### src/inc/flash_param_pkg.sv
// Shared constants and types for the flash read-parameter register block.
package flash_param_pkg;

    // Opcodes that write the read register.
    localparam logic [7:0] OP_SET_READ_NV = 8'h65;
    localparam logic [7:0] OP_SET_READ_V = 8'hc0;
    localparam logic [7:0] OP_SET_READ_V_ALT = 8'h63;
    // Opcodes that write the extended read register.
    localparam logic [7:0] OP_SET_EXT_NV = 8'h85;
    localparam logic [7:0] OP_SET_EXT_V = 8'h83;

    // Fast read family opcodes.
    localparam logic [7:0] OP_FAST_READ = 8'h0b;
    localparam logic [7:0] OP_FAST_READ_DR = 8'h0d;
    localparam logic [7:0] OP_DUAL_OUT = 8'h3b;
    localparam logic [7:0] OP_DUAL_IO = 8'hbb;
    localparam logic [7:0] OP_DUAL_IO_DR = 8'hbd;
    localparam logic [7:0] OP_QUAD_OUT = 8'h6b;
    localparam logic [7:0] OP_QUAD_IO = 8'heb;
    localparam logic [7:0] OP_QUAD_IO_DR = 8'hed;

    // Reset values of both register copies.
    localparam logic [7:0] READ_PARAMS_RESET = 8'h00;
    localparam logic [7:0] EXT_PARAMS_RESET = 8'hf0;

    // Field positions in the read register.
    localparam int BURST_LEN_LSB = 0;
    localparam int WRAP_SEL_BIT = 2;
    localparam int DUMMY_LSB = 3;

    // Field positions in the extended read register.
    localparam int BUSY_BIT = 0;
    localparam int PROT_BIT = 1;
    localparam int PROG_BIT = 2;
    localparam int ERASE_BIT = 3;
    localparam int EXT_RESERVED_BIT = 4;
    localparam int DRIVE_LSB = 5;

    // Default dummy counts used when the dummy field is zero.
    localparam logic [3:0] DUMMY_SERIAL_FAST = 4'h8;
    localparam logic [3:0] DUMMY_FOUR_LANE_FAST = 4'h6;
    localparam logic [3:0] DUMMY_DUAL_OUT = 4'h8;
    localparam logic [3:0] DUMMY_DUAL_IO = 4'h4;
    localparam logic [3:0] DUMMY_QUAD_OUT = 4'h8;
    localparam logic [3:0] DUMMY_QUAD_IO = 4'h6;

    // Shortest wrap burst in bytes; longer codes double it.
    localparam int WRAP_BASE_BYTES = 8;
    // Bits in one command or data byte.
    localparam logic [3:0] BITS_PER_BYTE = 4'h8;

    // Phases of a command frame on the link.
    typedef enum logic [1:0] {
        PH_LOAD,
        PH_OPCODE,
        PH_DATA,
        PH_SKIP
    } phase_t;

endpackage : flash_param_pkg

### src/design/flash_read_param_regs.sv
// Read-parameter and extended read register logic of a serial flash.
//
// Behaviour
// - Wrap off: sequential reads run linearly.
// - Wrap on: addresses wrap inside burst.
// - Nonzero dummy field sets the dummy count.
// - Serial fast read defaults to eight.
// - Four-lane fast read defaults to six.
// - Dual output read defaults to eight.
// - Dual I/O read defaults to four.
// - Quad output read defaults to eight.
// - Quad I/O read defaults to six.
// - Unique-id and info-row reads follow fast read.
// - Dual I/O double-rate refused in four-lane mode.
// - Extended bits seven to five select drive.
// - Extended bits three to zero are read-only.
// - Set commands never change read-only bits.
// - Extended bit four is reserved.
// - 85h writes persistent, 83h volatile copy.
// - Extended register resets to ones above zeros.
// - Power-up copies persistent into volatile registers.
// - Burst code gives 8, 16, 32, 64 bytes.
// - Error flags stay until cleared.
// - Extended bit zero mirrors busy.
`timescale 1ns/100ps

module flash_read_param_regs #(
    parameter int ADDR_W = 24,
    parameter logic [7:0] OP_READ_UNIQUE_ID = 8'h4b,
    parameter logic [7:0] OP_INFO_ROW_READ = 8'h68,
    parameter logic [7:0] OP_CLEAR_ERRORS = 8'h82
) (
    input wire logic ref_clk,
    input wire logic sys_rst,
    input wire logic sck,
    input wire logic cs_n,
    input wire logic [3:0] link_io,
    input wire logic four_lane_cmd_mode,
    input wire logic write_busy_flag,
    input wire logic protect_violation_set,
    input wire logic program_error_set,
    input wire logic erase_error_set,
    input wire logic soft_reset,
    input wire logic [ADDR_W-1:0] rd_addr,
    output logic [7:0] read_params_reg,
    output logic [7:0] read_params_nv_reg,
    output logic [7:0] ext_params_reg,
    output logic [7:0] ext_params_nv_reg,
    output logic [2:0] drive_strength_reg,
    output logic [3:0] dummy_cycles_reg,
    output logic read_start_reg,
    output logic read_reject_reg,
    output logic [ADDR_W-1:0] rd_addr_next_reg
);
    import flash_param_pkg::*;

    // The wrap logic needs room for the longest burst of 64 bytes.
    if (ADDR_W < 7) begin : g_bad_width
        $error("ADDR_W must be at least 7");
    end

    // Every flip-flop of the block lives in this one record.
    typedef struct packed {
        phase_t phase;              // Frame phase.
        logic sck_m;                // Serial clock, first sync stage.
        logic sck_s;                // Serial clock, second sync stage.
        logic sck_p;                // Previous synced serial clock.
        logic csn_m;                // Chip select, first sync stage.
        logic csn_s;                // Chip select, second sync stage.
        logic [3:0] io_m;           // Data lanes, first sync stage.
        logic [3:0] io_s;           // Data lanes, second sync stage.
        logic [7:0] shift;          // Incoming byte.
        logic [3:0] bits;           // Bits gathered so far.
        logic [7:0] opcode;         // Opcode of the current frame.
        logic [7:0] rd_nv;          // Persistent read register copy.
        logic [7:0] rd_v;           // Volatile read register copy.
        logic [7:0] ext_nv;         // Persistent extended copy.
        logic [7:0] ext_v;          // Volatile extended copy.
        logic [2:0] err;            // Erase, program, protect flags.
        logic pend_clear;           // Clear command seen last cycle.
        logic [3:0] dummy;          // Dummy count of the last read.
        logic rd_start;             // One-cycle read accepted pulse.
        logic rd_reject;            // One-cycle read refused pulse.
        logic [ADDR_W-1:0] addr_next; // Next sequential read address.
    } state_t;

    state_t st_reg;   // Registered state.
    state_t st_next;  // Next state.

    // Next sequential address; wraps inside an aligned burst when enabled.
    function automatic logic [ADDR_W-1:0] wrap_next(
        input logic [ADDR_W-1:0] addr,
        input logic wrap_on,
        input logic [1:0] len_code
    );
        logic [ADDR_W-1:0] mask;
        logic [ADDR_W-1:0] inc;
        mask = ADDR_W'((WRAP_BASE_BYTES << len_code) - 1);
        inc = ADDR_W'(addr + 1'b1);
        if (wrap_on) begin
            return (addr & ~mask) | (inc & mask);
        end
        return inc;
    endfunction : wrap_next

    // Dummy count for a read opcode: {known, count}. Dual and quad output
    // reads and both dual I/O reads are serial-only commands, so four-lane mode does not know them.
    function automatic logic [4:0] read_dummy(
        input logic [7:0] op,
        input logic quad,
        input logic [3:0] field
    );
        logic known;
        logic [3:0] dflt;
        known = 1'b1;
        dflt = 4'h0;
        if (op == OP_FAST_READ || op == OP_FAST_READ_DR
            || op == OP_READ_UNIQUE_ID || op == OP_INFO_ROW_READ) begin
            // Id and info-row reads borrow the fast read count.
            dflt = quad ? DUMMY_FOUR_LANE_FAST : DUMMY_SERIAL_FAST;
        end else if (op == OP_QUAD_IO || op == OP_QUAD_IO_DR) begin
            dflt = DUMMY_QUAD_IO;
        end else if (!quad && op == OP_DUAL_OUT) begin
            dflt = DUMMY_DUAL_OUT;
        end else if (!quad && (op == OP_DUAL_IO || op == OP_DUAL_IO_DR)) begin
            dflt = DUMMY_DUAL_IO;
        end else if (!quad && op == OP_QUAD_OUT) begin
            dflt = DUMMY_QUAD_OUT;
        end else begin
            known = 1'b0;
        end
        // A nonzero field overrides every default.
        return {known, (field != 4'h0) ? field : dflt};
    endfunction : read_dummy

    // Next-state logic for synchronisers, frame decoder and registers.
    always_comb begin
        logic sck_rise;
        logic [7:0] shifted;
        logic [3:0] cnt;
        logic [4:0] dres;
        sck_rise = st_reg.sck_s & ~st_reg.sck_p;
        shifted = 8'h00;
        cnt = 4'h0;
        dres = 5'h00;
        st_next = st_reg;

        // Two-stage synchronisers; only the second stage is used below.
        st_next.sck_m = sck;
        st_next.sck_s = st_reg.sck_m;
        st_next.sck_p = st_reg.sck_s;
        st_next.csn_m = cs_n;
        st_next.csn_s = st_reg.csn_m;
        st_next.io_m = link_io;
        st_next.io_s = st_reg.io_m;

        // Pulses last one cycle only.
        st_next.rd_start = 1'b0;
        st_next.rd_reject = 1'b0;
        st_next.pend_clear = 1'b0;

        // Error flags are sticky; a new error beats a same-cycle clear.
        st_next.err = (st_reg.err & ~{3{st_reg.pend_clear | soft_reset}})
            | {erase_error_set, program_error_set,
               protect_violation_set};

        // Low nibble reports hardware state only, never written data.
        st_next.ext_v[ERASE_BIT:PROT_BIT] = st_reg.err;
        st_next.ext_v[BUSY_BIT] = write_busy_flag;
        st_next.ext_v[EXT_RESERVED_BIT] = 1'b1;

        st_next.addr_next = wrap_next(rd_addr, st_reg.rd_v[WRAP_SEL_BIT],
            st_reg.rd_v[BURST_LEN_LSB +: 2]);

        // Shift one lane, or four lanes in four-lane command mode.
        if (four_lane_cmd_mode) begin
            shifted = {st_reg.shift[3:0], st_reg.io_s};
            cnt = st_reg.bits + 4'h4;
        end else begin
            shifted = {st_reg.shift[6:0], st_reg.io_s[0]};
            cnt = st_reg.bits + 4'h1;
        end

        case (st_reg.phase)
            PH_LOAD: begin
                // Volatile copies take the persistent values first.
                st_next.rd_v = st_reg.rd_nv;
                st_next.ext_v[7:DRIVE_LSB] = st_reg.ext_nv[7:DRIVE_LSB];
                st_next.phase = PH_OPCODE;
                st_next.bits = 4'h0;
            end
            default: begin
                if (st_reg.csn_s) begin
                    // Deselect ends any frame, complete or not.
                    st_next.phase = PH_OPCODE;
                    st_next.bits = 4'h0;
                end else if (sck_rise && st_reg.phase != PH_SKIP) begin
                    st_next.shift = shifted;
                    st_next.bits = cnt;
                    if (cnt >= BITS_PER_BYTE) begin
                        st_next.bits = 4'h0;
                        st_next.phase = PH_SKIP;
                        if (st_reg.phase == PH_OPCODE) begin
                            st_next.opcode = shifted;
                            dres = read_dummy(shifted, four_lane_cmd_mode,
                                st_reg.rd_v[DUMMY_LSB +: 4]);
                            if (shifted == OP_SET_READ_NV
                                || shifted == OP_SET_READ_V
                                || shifted == OP_SET_READ_V_ALT
                                || shifted == OP_SET_EXT_NV
                                || shifted == OP_SET_EXT_V) begin
                                st_next.phase = PH_DATA;
                            end else if (shifted == OP_CLEAR_ERRORS) begin
                                st_next.pend_clear = 1'b1;
                            end else if (four_lane_cmd_mode
                                && shifted == OP_DUAL_IO_DR) begin
                                st_next.rd_reject = 1'b1;
                            end else if (dres[4]) begin
                                st_next.rd_start = 1'b1;
                                st_next.dummy = dres[3:0];
                            end
                        end else begin
                            // Data byte of a set command.
                            if (st_reg.opcode == OP_SET_READ_NV) begin
                                st_next.rd_nv = shifted;
                            end else if (st_reg.opcode == OP_SET_EXT_NV) begin
                                // Only the drive field is stored.
                                st_next.ext_nv[7:DRIVE_LSB] =
                                    shifted[7:DRIVE_LSB];
                            end else if (st_reg.opcode == OP_SET_EXT_V) begin
                                st_next.ext_v[7:DRIVE_LSB] =
                                    shifted[7:DRIVE_LSB];
                            end else begin
                                st_next.rd_v = shifted;
                            end
                        end
                    end
                end
            end
        endcase
    end

    // State register with synchronous reset.
    always_ff @(posedge ref_clk) begin
        if (sys_rst) begin
            st_reg <= '0;
            st_reg.phase <= PH_LOAD;
            st_reg.sck_m <= 1'b0;
            st_reg.csn_m <= 1'b1;
            st_reg.csn_s <= 1'b1;
            st_reg.rd_nv <= READ_PARAMS_RESET;
            st_reg.rd_v <= READ_PARAMS_RESET;
            st_reg.ext_nv <= EXT_PARAMS_RESET;
            st_reg.ext_v <= EXT_PARAMS_RESET;
        end else begin
            st_reg <= st_next;
        end
    end

    // Outputs are plain taps of the state record.
    assign read_params_reg = st_reg.rd_v;
    assign read_params_nv_reg = st_reg.rd_nv;
    assign ext_params_reg = st_reg.ext_v;
    assign ext_params_nv_reg = st_reg.ext_nv;
    assign drive_strength_reg = st_reg.ext_v[7:DRIVE_LSB];
    assign dummy_cycles_reg = st_reg.dummy;
    assign read_start_reg = st_reg.rd_start;
    assign read_reject_reg = st_reg.rd_reject;
    assign rd_addr_next_reg = st_reg.addr_next;
endmodule : flash_read_param_regs

### config.mk
export PLATFORM = sky130hd
export DESIGN_NAME = flash_read_param_regs
export DESIGN_NICKNAME = d
export VERILOG_FILES = /design/src/inc/flash_param_pkg.sv /design/src/design/flash_read_param_regs.sv
export SDC_FILE = /design/constraint.sdc
export NUM_CORES = 1
export LEC_CHECK = 0
export BUFFER_PORTS_ARGS = -buffer_cell sky130_fd_sc_hd__buf_2
export CAP_MARGIN = 10
export CORE_UTILIZATION = 54
export CTS_CLUSTER_SIZE = 12
export DETAILED_ROUTE_END_ITERATION = 10
export PLACE_DENSITY = 0.79
export SYNTH_ARGS = -nofsm -noshare
export SYNTH_HDL_FRONTEND = slang
export SYNTH_SLANG_ARGS = --single-unit
### constraint.sdc
create_clock -name ref_clk -period 2.1 [get_ports ref_clk]
set_input_delay 0.21 -clock ref_clk [delete_from_list [all_inputs] [get_ports ref_clk]]
set_output_delay 0.21 -clock ref_clk [all_outputs]
set_load 0.01 [all_outputs]
==> out/metrics.yaml <==
rsz_0062_raised_after_global_routing: "false"
mostFrequentLayoutCell: "buf_2"
post_synthesis_instance_area_um2: 4670
ys_warn_count: 0
cts_setup_buffers: 0
rows: 33
final_period_utilization_pct: 96.9
mostFrequentLayoutCells: "buf_2, dfxtp_1, nor2_1, a21oi_1, nand2_1"
wl_um: 10100
globalRouteMet2Util_pct: 38.5
async_flop_share_pct: 0
number_of_global_route_vias_before_repair: 3580
detailedPlacementHpwl_um: 7480
n_fill_cell: 709
synth_sequential_area_ratio_pct: 40.3
postSynthAreaPerCell_um2: 8.64
holdCritPathClass: "input pin to flip-flop"
die_x_um: 95.0
timing.max_cap.violations: 0
areaGrowthSynthToFinish_pct: 10.3
hold_violations: 0
synth-edff-count: 0
cts_made_buffers: 9
wire_length_of_the_first_global_routing_pass_um: 16500
worstSetupPathType: "flip-flop to flip-flop"
post_drt_via_cell_ratio: 5.44
cts_sinks: 94
gpl.final_weighted_congestion: 1.00
route.detailed.drc: 0
worst_ep_arrival_ps: 2330
max_freq_mhz: 491
fp.dieArea_um2: 9030
static-leakage-power_nw: 2.18
fin_nets: 634
detailed_place.area_um2: 4940
insertedDiodeCount: 0
yosys.cell_types.count: 64
fin_crit_ps: 2040
post_route_cell_area_um2: 5150
clock_tree.root_cell: "clkbuf_8"
setup-violations-final: 0
highest_ir_drop_seen_on_vdd_uv: 440
dr.first_iter.drc_count: 241
fin_worst_skew_ps: 10.7
cts_tree: "done"
drive_above_1_share_pct: 27.8
dr_total_vias: 3825
gr-total-overflow: 0
synth_ff_type: "dfxtp_1"
post-route-worst-setup-slack_ps: 64.6
cts_htree_levels: 3
route.antenna.remaining_nets: 0
largest_register_ffs: 28
clock_latency_ps: 370
overall_fraction_of_global_route_tracks_in_use_pct: 23.9
placeable_core_region_um2: 8300
design_power_total_w: 0.00329
finish.utilization_pct: 62.1
timing.critical_path.required_ps: 2390
antenna_found_initial: 0
critPathCaptureType: "flip-flop"
number_of_storage_elements_in_the_synthesis_netlist: 94
grtUsageMet1_pct: 29.0
clk_transition_reported_paths_ps: 100
port_buffers: 96
drt_first_pass_iters: 6
slew_viol_final: 0
grt_start_max_net_pins: 29
pre_cts_slack_ps: -2.75
cp_max_fo: 6
post_synth_inst_count: 541
initial_core_util_pct: 56.3
avgRoutedWirePerCell_um: 14.4
top_usage_layer: "met2"
clock_tree.buffer_depth: 2
power_density_nw_per_um2: 639
status: "complete, no violations"
design.portCount: 103
worst_setup_path_start_kind: "flip-flop"
floorplan.die.height_um: 95.0
grtUsageMet3_pct: 6.86
setup-tns-final_ps: 0
-- stage by stage --
| stage | hold slack (ps) | instances |
|---|---|---|
| finish | 28.2 | 703 |
| floorplan | 282 | 545 |
| global route | 16.6 | 703 |
| detailed placement | 400 | 687 |
| global placement | 397 | 687 |
| CTS | 14.3 | 703 |
-- cell type report --
cell class / instances / area (µm²) / area share (%)
multi-input cells: 355 / 2210 / 42.9
flip-flops and latches: 94 / 1880 / 36.5
repair buffers: 124 / 703 / 13.6
well taps: 105 / 131 / 2.55
clock buffers: 9 / 124 / 2.40
clock inverters: 7 / 67.6 / 1.31
inverters: 9 / 33.8 / 0.655
-- worst paths after layout --
path | from | end | slack, ps | cells after the start
worst max-delay path | st_reg[79] | dummy_cycles_reg[3] | 60 | 7
worst min-delay path | cs_n | st_next[94] | 30 | 2
worst max register to register | st_reg[79] | dummy_cycles_reg[3] | 60 | 7
worst min register to register | st_next[94] | st_reg[94] | 420 | 1
-- worst max-delay path, cell delays in order (launching register included) --
cell      delay (ps)
dfxtp_1          350
buf_4            160
or3b_1           400
a211oi_2         260
o211ai_2         140
a21o_1           200
a21o_1           180
a311oi_2         260
-- power breakdown --
| part | leakage (nW) | internal (W) | switching, W |
|---|---|---|---|
| registers | 0.769 | 0.00183 | 0.0000201 |
| clock network | 0.0993 | 0.000461 | 0.000705 |
| logic | 1.31 | 0.000122 | 0.000156 |
-- logic make-up (layout without fill, tap and decap cells) --
logic type	count (synthesis)	after routing	synth area share, %
buffers and inverters	96	149	13.1
XOR/XNOR	26	26	4.87
flip-flops	94	94	40.3
AND/OR/NAND/NOR	212	212	23.0
multiplexers	16	16	3.69
AO/OA/AOI/OAI	92	92	14.1
other	2	6	0.161
adder cells (fa/ha/maj)	3	3	0.803
-- Yosys cell counts, types with 4 or more instances --
master / count / share of area [%]
a22oi_1: 7 / 1.1
and4_1: 5 / 0.94
xnor2_1: 12 / 2.2
a211o_1: 5 / 0.94
nand3_1: 19 / 2.0
xor2_1: 14 / 2.6
mux2i_1: 8 / 1.7
nand2b_1: 8 / 1.1
o21ai_0: 5 / 0.54
nor3_1: 14 / 1.5
buf_2: 5 / 0.54
nor2b_1: 17 / 2.3
nor2_1: 79 / 6.3
clkbuf_1: 16 / 1.3
nand2_1: 30 / 2.4
a211oi_1: 5 / 0.80
a21oi_1: 40 / 4.3
buf_4: 64 / 10
nand3b_1: 4 / 0.64
mux2_2: 7 / 1.7
nand4_1: 5 / 0.67
and3_1: 4 / 0.54
dfxtp_1: 94 / 40
nor3b_1: 6 / 0.96
inv_1: 9 / 0.72
-- repair_timing --
| action | in CTS | in global routing |
|---|---|---|
| hold buffers | 0 | 0 |
| pin swaps | 0 | 1 |
| gates resized for setup | 1 | 5 |
| setup endpoints to repair | 1 | 19 |
-- metal layers --
metal / vias up / part of all wire [%]
li1: 1895 / -
met1: 1764 / 42
met2: 143 / 48
met3: 23 / 7.3
met4: 0 / 2.8
met5: - / 0
Power figures use the tool's default switching activity.
